<file path="config.mk">
export PLATFORM = sky130hd
export DESIGN_NAME = lxb_exec
export DESIGN_NICKNAME = d
export VERILOG_FILES = /design/src/lxb_pkg.sv /design/src/lxb_exec.sv
export VERILOG_INCLUDE_DIRS = /design/src
export SDC_FILE = /design/constraint.sdc
export NUM_CORES = 1
export LEC_CHECK = 0
export CORE_AREA = 2 2 120 238
export DETAILED_ROUTE_END_ITERATION = 12
export DIE_AREA = 0 0 122 240
export DONT_BUFFER_PORTS = 1
export PLACE_DENSITY = 0.74
export SYNTH_ARGS = -nofsm -noshare
export SYNTH_HDL_FRONTEND = slang
export SYNTH_SLANG_ARGS = --single-unit
</file>
<file path="constraint.sdc">
create_clock -name CLK_SYS -period 3.6 [get_ports CLK_SYS]
set_input_delay 0.9 -clock CLK_SYS [delete_from_list [all_inputs] [get_ports CLK_SYS]]
set_output_delay 0.9 -clock CLK_SYS [all_outputs]
set_load 0.03 [all_outputs]
</file>
<file path="src/lxb_map.svh">
// Constants of the fixed-point and branch execution unit.
// Assumes 32-bit instructions with bit 31 as the most significant bit.
`ifndef LXB_MAP_SVH
`define LXB_MAP_SVH

// Instruction encodings and the masks that select their fixed fields.
`define LXB_OP_ADDZE 32'h7C000194
`define LXB_OP_AND 32'h7C000038
`define LXB_OP_ANDC 32'h7C000078
`define LXB_OP_ANDI 32'h70000000
`define LXB_OP_ANDIS 32'h74000000
`define LXB_OP_UBR 32'h48000000
`define LXB_OP_CBR 32'h40000000
`define LXB_MASK_XO 32'hFC0001FE
`define LXB_MASK_X 32'hFC0007FE
`define LXB_MASK_D 32'hFC000000

// Instruction field positions.
`define LXB_RT_HI 25
`define LXB_RT_LO 21
`define LXB_RA_HI 20
`define LXB_RA_LO 16
`define LXB_OE_BIT 10
`define LXB_REC_BIT 0
`define LXB_ABS_BIT 1
`define LXB_LINK_BIT 0
`define LXB_BOPT0_BIT 25
`define LXB_BOPT1_BIT 24
`define LXB_BOPT2_BIT 23
`define LXB_BOPT3_BIT 22
`define LXB_BOPT4_BIT 21
`define LXB_LDISP_HI 25
`define LXB_LDISP_LO 2
`define LXB_CDISP_HI 15
`define LXB_CDISP_LO 2
`define LXB_IMM_HI 15
`define LXB_IMM_LO 0

// Bit positions in the fixed exception register and condition register.
`define LXB_FX_SUMOVF 31
`define LXB_FX_EXCESS 30
`define LXB_FX_CARRY 29
`define LXB_FX_WMASK 32'hE0000000
`define LXB_CF0_HI 31
`define LXB_CF0_LO 28

// Register offsets on the APB slave.
`define LXB_A_COND 8'h00
`define LXB_A_FX 8'h04
`define LXB_A_RET 8'h08
`define LXB_A_LOOP 8'h0C
`define LXB_A_STAT 8'h10

// Reset values and the instruction step.
`define LXB_RST_WORD 32'h00000000
`define LXB_INSTR_STEP 32'h00000004

`endif

</file>
<file path="src/lxb_pkg.sv">
// Types of the fixed-point and branch execution unit.
// Assumes the constants header is compiled alongside.
package lxb_pkg;

  typedef enum logic [2:0] {
    LXB_NONE = 3'b000,
    LXB_ADDZE = 3'b001,
    LXB_AND = 3'b010,
    LXB_ANDC = 3'b011,
    LXB_ANDI = 3'b100,
    LXB_ANDIS = 3'b101,
    LXB_UBR = 3'b110,
    LXB_CBR = 3'b111
  } lxb_op_t;

  typedef struct packed {
    logic valid;
    logic [31:0] instr;
    logic [31:0] current_instr_addr;
    logic [31:0] src_a;
    logic [31:0] src_b;
  } lxb_issue_t;

  typedef struct packed {
    logic valid;
    logic [4:0] idx;
    logic [31:0] data;
  } lxb_wb_t;

  typedef struct packed {
    logic valid;
    logic taken;
    logic hint;
    logic [31:0] target;
  } lxb_br_t;

  typedef struct packed {
    logic [31:0] cond_reg;
    logic [31:0] fx_exc;
    logic [31:0] ret_addr;
    logic [31:0] loop_cnt;
    lxb_wb_t wb;
    lxb_br_t br;
    logic illegal;
    logic [31:0] prdata;
    logic pready;
    logic pslverr;
  } lxb_state_t;

endpackage : lxb_pkg

</file>
<file path="src/lxb_exec.sv">
// Execution unit for add-to-zero-extended, the AND family and the two
// immediate branch forms, holding the condition, fixed exception, return
// address and loop counter registers, which software reaches over APB.
// Assumes the fetch stage presents one instruction per cycle with its
// operands read from the general register file, all on CLK_SYS.
//
// Summary of operation
// - Add-zero-extended writes first source plus carry bit to destination.
// - Add-zero-extended always updates carry; overflow bits only when enabled.
// - Add-zero-extended, and, and-complement update field zero only if recorded.
// - Field zero flags come from the 32-bit result, the truncated sum for add-zero-extended.
// - Register and writes source AND second source to target.
// - And-complement writes source AND inverted second source to target.
// - And-immediate uses zero-extended immediate and always updates field zero.
// - And-immediate-shifted uses immediate in upper half, always updates flags.
// - Absolute unconditional branch target is sign-extended long displacement.
// - Relative unconditional branch adds displacement to current address.
// - With link enabled, return address becomes current address plus four.
// - Conditional branch decrements loop counter when option bit two clear.
// - Counter test passes on option bit two or nonzero differing bit three.
// - Condition test passes on option bit zero or matching bit one.
// - Condition select index picks the tested condition register bit.
// - Conditional target is sign-extended displacement, relative or absolute.
// - Ignored option bits have no effect; bits zero and two branch always.
// - Prediction hint is reported but never changes the branch outcome.
//
// Our own choices: register access over APB and the register offsets.
`timescale 1ns/1ps
`include "lxb_map.svh"

module lxb_exec (
  // Clock and reset.
  input wire logic CLK_SYS,
  input wire logic RST,
  // Instruction issue from the fetch stage.
  input wire lxb_pkg::lxb_issue_t ISSUE,
  // Results towards the register file and fetch stage.
  output lxb_pkg::lxb_wb_t WB,
  output lxb_pkg::lxb_br_t BR,
  output logic ILLEGAL,
  // APB slave.
  input wire logic PSEL,
  input wire logic PENABLE,
  input wire logic PWRITE,
  input wire logic [7:0] PADDR,
  input wire logic [31:0] PWDATA,
  output logic [31:0] PRDATA,
  output logic PREADY,
  output logic PSLVERR
);

  lxb_pkg::lxb_state_t st_q;
  lxb_pkg::lxb_state_t st_d;
  lxb_pkg::lxb_op_t op;
  logic [32:0] sum;
  logic [31:0] res;
  logic [31:0] cnt_dec;
  logic excess;
  logic sum_ovf;
  logic cnt_ok;
  logic cond_ok;
  logic cond_bit;
  logic apb_acc;
  logic apb_wr;
  logic apb_hit;
  logic [31:0] apb_rd;

  // Field zero flags from a signed comparison with zero.
  function automatic logic [3:0] cf0_flags(input logic [31:0] r,
                                           input logic so);
    cf0_flags = {r[31], ~r[31] & (r != 32'h00000000),
                 r == 32'h00000000, so};
  endfunction : cf0_flags

  // Branch destination, relative to the current address or absolute.
  function automatic logic [31:0] branch_dest(input logic [31:0] current_instr_addr,
                                              input logic [31:0] disp,
                                              input logic abs_sel);
    branch_dest = abs_sel ? disp : current_instr_addr + disp;
  endfunction : branch_dest

  // Opcode decode over the fixed fields of each form.
  function automatic lxb_pkg::lxb_op_t decode_op(input logic [31:0] i);
    decode_op = lxb_pkg::LXB_NONE;
    if ((i & `LXB_MASK_XO) == `LXB_OP_ADDZE)
      decode_op = lxb_pkg::LXB_ADDZE;
    else if ((i & `LXB_MASK_X) == `LXB_OP_AND)
      decode_op = lxb_pkg::LXB_AND;
    else if ((i & `LXB_MASK_X) == `LXB_OP_ANDC)
      decode_op = lxb_pkg::LXB_ANDC;
    else if ((i & `LXB_MASK_D) == `LXB_OP_ANDI)
      decode_op = lxb_pkg::LXB_ANDI;
    else if ((i & `LXB_MASK_D) == `LXB_OP_ANDIS)
      decode_op = lxb_pkg::LXB_ANDIS;
    else if ((i & `LXB_MASK_D) == `LXB_OP_UBR)
      decode_op = lxb_pkg::LXB_UBR;
    else if ((i & `LXB_MASK_D) == `LXB_OP_CBR)
      decode_op = lxb_pkg::LXB_CBR;
  endfunction : decode_op

  assign op = decode_op(ISSUE.instr);
  assign apb_acc = PSEL & PENABLE;
  assign apb_wr = apb_acc & st_q.pready & PWRITE;

  // Register read decode.
  always_comb
  begin
    apb_hit = 1'b1;
    apb_rd = `LXB_RST_WORD;
    unique case (PADDR)
      `LXB_A_COND: apb_rd = st_q.cond_reg;
      `LXB_A_FX: apb_rd = st_q.fx_exc;
      `LXB_A_RET: apb_rd = st_q.ret_addr;
      `LXB_A_LOOP: apb_rd = st_q.loop_cnt;
      `LXB_A_STAT: apb_rd = {29'h00000000, st_q.illegal, st_q.br.taken,
                             st_q.br.hint};
      default: apb_hit = 1'b0;
    endcase
  end

  always_comb
  begin
    st_d = st_q;
    st_d.wb.valid = 1'b0;
    st_d.br.valid = 1'b0;
    st_d.illegal = 1'b0;
    // Bus: setup, one wait cycle, then the ready access edge.
    st_d.pready = apb_acc & ~st_q.pready;
    if (apb_acc & ~st_q.pready)
    begin
      st_d.prdata = apb_rd;
      st_d.pslverr = ~apb_hit;
    end
    if (apb_wr & apb_hit)
    begin
      unique case (PADDR)
        `LXB_A_COND: st_d.cond_reg = PWDATA;
        `LXB_A_FX: st_d.fx_exc = PWDATA & `LXB_FX_WMASK;
        `LXB_A_RET: st_d.ret_addr = PWDATA;
        `LXB_A_LOOP: st_d.loop_cnt = PWDATA;
        default: st_d.illegal = 1'b0;
      endcase
    end
    sum = {1'b0, ISSUE.src_a} + {32'h00000000, st_q.fx_exc[`LXB_FX_CARRY]};
    excess = ~ISSUE.src_a[31] & sum[31];
    res = `LXB_RST_WORD;
    cnt_dec = st_q.loop_cnt - 32'h00000001;
    cnt_ok = 1'b0;
    cond_ok = 1'b0;
    cond_bit = st_q.cond_reg[5'h1F - ISSUE.instr[`LXB_RA_HI:`LXB_RA_LO]];
    sum_ovf = st_d.fx_exc[`LXB_FX_SUMOVF];
    // Execution overrides a same-cycle bus write to the same register.
    if (ISSUE.valid)
    begin
      unique case (op)
        lxb_pkg::LXB_NONE:
          st_d.illegal = 1'b1;
        lxb_pkg::LXB_ADDZE:
        begin
          res = sum[31:0];
          st_d.fx_exc[`LXB_FX_CARRY] = sum[32];
          if (ISSUE.instr[`LXB_OE_BIT])
          begin
            st_d.fx_exc[`LXB_FX_EXCESS] = excess;
            st_d.fx_exc[`LXB_FX_SUMOVF] = st_q.fx_exc[`LXB_FX_SUMOVF] | excess;
          end
          sum_ovf = st_d.fx_exc[`LXB_FX_SUMOVF];
        end
        lxb_pkg::LXB_AND:
          res = ISSUE.src_a & ISSUE.src_b;
        lxb_pkg::LXB_ANDC:
          res = ISSUE.src_a & ~ISSUE.src_b;
        lxb_pkg::LXB_ANDI:
          res = ISSUE.src_a &
                {16'h0000, ISSUE.instr[`LXB_IMM_HI:`LXB_IMM_LO]};
        lxb_pkg::LXB_ANDIS:
          res = ISSUE.src_a &
                {ISSUE.instr[`LXB_IMM_HI:`LXB_IMM_LO], 16'h0000};
        lxb_pkg::LXB_UBR:
        begin
          st_d.br.valid = 1'b1;
          st_d.br.taken = 1'b1;
          st_d.br.hint = 1'b0;
          st_d.br.target = branch_dest(ISSUE.current_instr_addr,
            {{6{ISSUE.instr[`LXB_LDISP_HI]}},
             ISSUE.instr[`LXB_LDISP_HI:`LXB_LDISP_LO], 2'b00},
            ISSUE.instr[`LXB_ABS_BIT]);
        end
        lxb_pkg::LXB_CBR:
        begin
          if (!ISSUE.instr[`LXB_BOPT2_BIT])
            st_d.loop_cnt = cnt_dec;
          cnt_ok = ISSUE.instr[`LXB_BOPT2_BIT] |
                   ((cnt_dec != 32'h00000000) ^ ISSUE.instr[`LXB_BOPT3_BIT]);
          cond_ok = ISSUE.instr[`LXB_BOPT0_BIT] |
                    (cond_bit == ISSUE.instr[`LXB_BOPT1_BIT]);
          st_d.br.valid = 1'b1;
          st_d.br.taken = cnt_ok & cond_ok;
          st_d.br.hint = ISSUE.instr[`LXB_BOPT4_BIT];
          st_d.br.target = (cnt_ok & cond_ok) ?
            branch_dest(ISSUE.current_instr_addr,
              {{16{ISSUE.instr[`LXB_CDISP_HI]}},
               ISSUE.instr[`LXB_CDISP_HI:`LXB_CDISP_LO], 2'b00},
              ISSUE.instr[`LXB_ABS_BIT]) :
            ISSUE.current_instr_addr + `LXB_INSTR_STEP;
        end
      endcase
      if ((op == lxb_pkg::LXB_UBR || op == lxb_pkg::LXB_CBR) &&
          ISSUE.instr[`LXB_LINK_BIT])
        st_d.ret_addr = ISSUE.current_instr_addr + `LXB_INSTR_STEP;
      if (op != lxb_pkg::LXB_NONE && op != lxb_pkg::LXB_UBR &&
          op != lxb_pkg::LXB_CBR)
      begin
        st_d.wb.valid = 1'b1;
        st_d.wb.data = res;
        st_d.wb.idx = (op == lxb_pkg::LXB_ADDZE) ?
                      ISSUE.instr[`LXB_RT_HI:`LXB_RT_LO] :
                      ISSUE.instr[`LXB_RA_HI:`LXB_RA_LO];
        if (op == lxb_pkg::LXB_ANDI || op == lxb_pkg::LXB_ANDIS ||
            ISSUE.instr[`LXB_REC_BIT])
          st_d.cond_reg[`LXB_CF0_HI:`LXB_CF0_LO] = cf0_flags(res, sum_ovf);
      end
    end
  end

  always_ff @(posedge CLK_SYS)
  begin
    if (RST)
      st_q <= '0;
    else
      st_q <= st_d;
  end

  assign WB = st_q.wb;
  assign BR = st_q.br;
  assign ILLEGAL = st_q.illegal;
  assign PRDATA = st_q.prdata;
  assign PREADY = st_q.pready;
  assign PSLVERR = st_q.pslverr;
endmodule : lxb_exec

</file>
Word-level counts from Yosys, hierarchy flattened. Cells that the tools add are included.

$lt $le $gt $ge: 1. Bitwise operators: 22. Eq/ne operators: 21. $add $sub $neg: 6. Mux-type cells: 36. Reductions and logical operators: 18.

Operators with widths (number): 32-bit two-way mux (11); 32-bit case mux with 5 select lines (2); 138-bit two-way mux (1); 128-bit two-way mux (1); 32-bit bitwise AND (3); 35-bit case mux with 2 select lines (1); 32-bit adder (2); 32-bit nonzero test (2); 38-bit two-way mux (1); 32-bit by 1-bit adder with 33-bit output (1); 32-bit by 3-bit adder with 32-bit output, second input constant (1); 32-bit by 16-bit bitwise AND with 32-bit output (1); 16-bit by 15-bit == test with 1-bit output, second input constant (2); 32-bit zero test (1); 32-bit inverter (1); 32-bit by 1-bit subtractor with 32-bit output, second input constant (1); 3-bit two-way mux (9); 6-bit by 5-bit == test with 1-bit output, second input constant (4); 8-bit by 4-bit == test with 1-bit output, second input constant (2); 14-bit by 13-bit == test with 1-bit output, second input constant (1); 3-bit == test, second input constant (4); 4-bit two-way mux (3); 1-bit bitwise AND (8); 8-bit by 3-bit == test with 1-bit output, second input constant (1); 23 further kinds (40).

Word-level logic and storage cells: 120. Input bits: 174. Register bits after elaboration: 207.

Logic depth before layout (Yosys ltp).
Word-level depth: 16. Depth in mapped cells: 13.

Worst setup path before layout. No wires, ideal clock.

Path type: input to register. From: input ISSUE[102] (netlist name). To: register st_q[234] (netlist name). Buffers on the path: 2. Cell stages on the path: 11. Setup slack: 84 ps. Arrival time: 3400 ps. Setup time: 116 ps. Cell sequence: buf_2 -> or4b_1 -> o41ai_2 -> a31oi_1 -> buf_2 -> a41oi_1 -> nand2_1 -> or4_1 -> nor4_1 -> nand4_1 -> o211a_1.

Longest elaborated chain between the ends: 12. Elaborated cells on any way between the ends: 28. Classes of those cells: 10 x eq/ne; 8 x mux; 4 x bitwise; 6 x reduce/logical.

Ends and longest elaborated chain: from (decl) (RTL line lxb_exec.sv:36) `input wire lxb_pkg::lxb_issue_t ISSUE,`; 16-bit by 15-bit == test with 1-bit output (no line); 3-bit two-way mux (RTL line lxb_exec.sv:89) `` else if ((i & `LXB_MASK_X) == `LXB_OP_ANDC) ``; 3-bit two-way mux (RTL line lxb_exec.sv:87) `` else if ((i & `LXB_MASK_X) == `LXB_OP_AND) ``; 3-bit two-way mux (RTL line lxb_exec.sv:85) `` if ((i & `LXB_MASK_XO) == `LXB_OP_ADDZE) ``; 3-bit == test, or another cell as far along (RTL line lxb_exec.sv:155, lxb_exec.sv:219); 32-bit case mux with 5 select lines (RTL line lxb_exec.sv:155) `unique case (op)`; 32-bit two-way mux (RTL line lxb_exec.sv:153) `if (ISSUE.valid)`; 32-bit nonzero test or 1-bit inverter (tied branches) (RTL line lxb_exec.sv:71) `cf0_flags = {r[31], ~r[31] & (r != 32'h00000000),`; 1-bit bitwise AND (RTL line lxb_exec.sv:71); 4-bit two-way mux (RTL line lxb_exec.sv:219) `if (op == lxb_pkg::LXB_ANDI || op == lxb_pkg::LXB_ANDIS ||`; 4-bit two-way mux (*) (RTL line lxb_exec.sv:211) `if (op != lxb_pkg::LXB_NONE && op != lxb_pkg::LXB_UBR &&`; 4-bit two-way mux (*) (RTL line lxb_exec.sv:153); to (signal assigned) (RTL line lxb_exec.sv:231) `st_q <= st_d;`; to (decl) (RTL line lxb_exec.sv:52) `lxb_pkg::lxb_state_t st_q;`.

Mark *: on every way between the ends. The rest lies on a longest branch, timed or not. The select of a mux whose other input is x is not followed. A chain may end at the register's enable or synchronous reset.

Worst setup path in the final report.
From: register st_q[124] (netlist name). To: register st_q, in the netlist BR[31].

Longest elaborated chain between the ends: 7.

Ends and longest elaborated chain: 32-bit by 1-bit subtractor with 32-bit output (RTL line lxb_exec.sv:147) `cnt_dec = st_q.loop_cnt - 32'h00000001;`; 32-bit nonzero test (RTL line lxb_exec.sv:194) `` ((cnt_dec != 32'h00000000) ^ ISSUE.instr[`LXB_BOPT3_BIT]); ``; 1-bit XOR (RTL line lxb_exec.sv:194); 1-bit OR (RTL line lxb_exec.sv:193) `` cnt_ok = ISSUE.instr[`LXB_BOPT2_BIT] | ``; 1-bit bitwise AND (RTL line lxb_exec.sv:200) `st_d.br.target = (cnt_ok & cond_ok) ?`; 32-bit two-way mux (no line); 35-bit case mux with 2 select lines (RTL line lxb_exec.sv:155).

No other way between the ends.

==> flow_metrics.tcl <==
set metrics [dict create \
    status "complete, no violations" \
    avgSynthCellArea_um2 7.54 \
    ios 282 \
    clk_pin_slew_ns 0.07 \
    grt_max_degree 188 \
    antenna_cells 0 \
    numPortBuffers 0 \
    path_class "reg2reg" \
    vias 16900 \
    startpoint_type "flip-flop" \
    seq_area_um2 4140 \
    synth_area_um2 15900 \
    hold_buffers 0 \
    async_flop_share 0 \
    min_path_cells 1 \
    maxCapViolations 0 \
    placedCellCount 2405 \
    postRouteAntennaNets 0 \
    path_max_fanout 6 \
    syn_inst 2106 \
    core_area_um2 27400 \
    end_kind "flip-flop" \
    worstPathCellList "buf_4 > nor3_1 > nand3_1 > o41ai_1 > nand4_1 > and4b_2 > mux2_4 > buf_6 > or2_1 > or3_1 > o211ai_1" \
    insertion_delay_ns 0.54 \
    grt_usage 0.444 \
    slew_viol_final 0 \
    worstRegToRegCells 11 \
    hold_viol_final 0 \
    synth-edff-count 0 \
    timing.fmax_mhz 282 \
    r2r_slack_ns 0.06 \
    htreeDepth 1 \
    wl_per_cell_um 27.7 \
    max_stage_delay_ns 0.50 \
    multiInputGateArea_um2 10400 \
    holdCritPathClass "in2reg" \
    min_period_over_period 0.984 \
    antenna_found_initial 1 \
    finalSetupViolations 0 \
    synth.distinct_cells 88 \
    grt_pass1_wl_um 97700 \
    clock-sinks 207 \
    dieArea_um2 29300 \
    drive_gt1_frac 0.152 \
    cts_buffers 21 \
    drc_errors 0 \
    worstPathRequired_ns 4.07 \
    ys_seq_area_frac 0.261 \
    root_buffer "clkbuf_16" \
    skew_ns 0.0193 \
    drt-total-wl_um 67600 \
    worstPathArrival_ns 4.01 \
    critPathSlowestCell "o41ai_1" \
    tightestPinTransition_ns 1.01 \
    grt_pass1_vias 16700 \
    powerDensity_nw_per_um2 327 \
    ys_seq_elements 207 \
    die-height_um 240 \
    ys.flop_type "dfxtp_1" \
    place_ws_ns -0.175 \
    nets 2303 \
    die-width_um 122 \
    syn_nets 2331 \
    dp_hpwl_um 52800 \
    synth_warnings 0 \
    drt-initial-drc-count 1345 \
    rows 86 \
    dr.pass1.iters 6 \
    layout_min_cycle_time_ns 3.54 \
    grt_overflow 0 \
    gp_congestion 1.09 \
    timing.final.ws_setup_ns 0.0565 \
    power_leakage_nw 6.77 \
    fillCellCount 2504 \
    syn_to_final_growth_pct 9.64 \
    maxSlewHeadroom 0.323 \
    cts.path.max_buffers 3 \
    peakVddDrop_uv 265 \
    vias_per_cell 6.93 \
    final_cells 2444 \
    start_util 0.579 \
    cts_tree "done" \
]
-- through the flow --
step	instance area (um2)	TNS (ns)	hold WS, ns	util	total power [mW]
2_1_floorplan	15900	0	0.432	-	3.07
3_3_place_gp	16600	-1.04	0.450	0.604	3.28
3_5_place_dp	16600	-1.74	0.459	0.604	3.29
4_1_cts	17300	0	0.433	0.632	5.64
5_1_grt	17400	-2.27	0.428	0.635	5.82
6_report	17400	0	0.443	0.635	5.69
-- flip-flops by register name, summed over array words and instances, names as in the netlist --
signal,cells
PREADY,1
BR,35
ILLEGAL,1
PSLVERR,1
st_q,99
PRDATA,32
WB,38
-- layout by cell type, fill, tap and decap left out, drive strengths merged, types with 16 or more instances in the layout --
cell,Yosys,layout
buf,130,194
nand2,227,227
ha,50,50
nand3,66,66
a22oi,37,37
nand2b,18,18
o211ai,27,27
a32oi,16,16
a311oi,20,20
nand4,25,25
mux2,36,36
clkbuf,115,25
nor2,217,217
dfxtp,207,207
xor2,29,29
nor4,29,29
a21o,25,25
o21ai,104,104
a211oi,62,62
mux2i,52,52
nor3,78,78
a31oi,23,23
a21oi,171,171
xnor2,56,56
and3,31,31
inv,33,34
-- worst paths after layout --
kind,startpoint,end
hold reg to reg,st_q[210],st_q[210]
hold / removal,RST,PRDATA[24]
setup reg to reg,st_q[124],BR[31]
setup / recovery,st_q[124],BR[31]
-- synth_stat cells (8+ instances only) --
| master | instances | area (um2) |
|---|---|---|
| buf_1 | 8 | 30.0 |
| nor2b_1 | 9 | 56.3 |
| a2111oi_0 | 9 | 78.8 |
| a22oi_1 | 37 | 278 |
| a21oi_1 | 171 | 856 |
| a31o_2 | 9 | 78.8 |
| nor4_1 | 27 | 169 |
| nand4_1 | 25 | 156 |
| mux2_2 | 35 | 394 |
| xnor2_1 | 56 | 490 |
| mux2i_1 | 52 | 521 |
| buf_4 | 105 | 788 |
| nand3_1 | 66 | 330 |
| inv_1 | 33 | 124 |
| a21o_1 | 25 | 188 |
| o31ai_1 | 12 | 90.1 |
| nor3_1 | 75 | 375 |
| and3_1 | 31 | 194 |
| or3_1 | 13 | 81.3 |
| xor2_1 | 29 | 254 |
| a311oi_1 | 20 | 175 |
| nand2_1 | 227 | 852 |
| ha_1 | 50 | 626 |
| o21ai_0 | 102 | 510 |
| buf_2 | 14 | 70.1 |
| nand2b_1 | 18 | 113 |
| o211ai_1 | 26 | 195 |
| dfxtp_1 | 207 | 4140 |
| o21a_1 | 10 | 75.1 |
| a31oi_1 | 23 | 144 |
| a211oi_1 | 62 | 465 |
| clkbuf_1 | 115 | 432 |
| and2_1 | 13 | 81.3 |
| a221oi_1 | 9 | 78.8 |
| nor2_1 | 217 | 815 |
| a32oi_1 | 16 | 140 |
| or4_1 | 9 | 67.6 |
-- power breakdown --
part | switching [mW] | leakage [nW] | internal, mW | total (mW)
clock | 1.03 | 0.354 | 1.39 | 2.42
combinational | 0.516 | 4.75 | 0.395 | 0.911
sequential | 0.0529 | 1.67 | 2.31 | 2.36
-- final cells by class --
type,instances,share of cell area
multi-input combinational,1621,0.599
clock buffer,25,0.0316
tap,352,0.0253
sequential,207,0.238
clock inverter,12,0.00977
inverter,33,0.00725
timing repair buffer,194,0.0897
-- per-layer routing --
| layer | up-vias | routed length, um | global-route usage |
|---|---|---|---|
| met5 | - | 10 | 0 |
| met4 | 2 | 8590 | 0.445 |
| met3 | 400 | 5320 | 0.106 |
| met2 | 961 | 33000 | 0.778 |
| met1 | 7965 | 20700 | 0.400 |
| li1 | 7600 | - | - |
-- worst max-delay path: cells and delay by family, from the launching register on --
family / cells / cell delay (ns)
AOI/OAI and AO/OA: 2 / 0.59
buffers and inverters: 2 / 0.31
DFF: 1 / 0.35
muxes: 1 / 0.33
and+or+nand+nor: 6 / 1.89
-- repair_timing --
item                                    4_1_cts  5_1_grt
pin swaps                                     2        3
endpoints found under the setup margin       26       32
setup buffers                                 2        1
gates resized for setup                      10       22
-- cells by family after synthesis --
logic type	after synthesis	share of synthesized area
DFF	207	0.261
muxes	95	0.0684
adders and majority gates	51	0.0406
xor gates and xnor gates	85	0.0469
buffers and inverters	278	0.0930
AOI/OAI and AO/OA	611	0.256
and+or+nand+nor	779	0.235
Power figures use the tool's default switching activity.
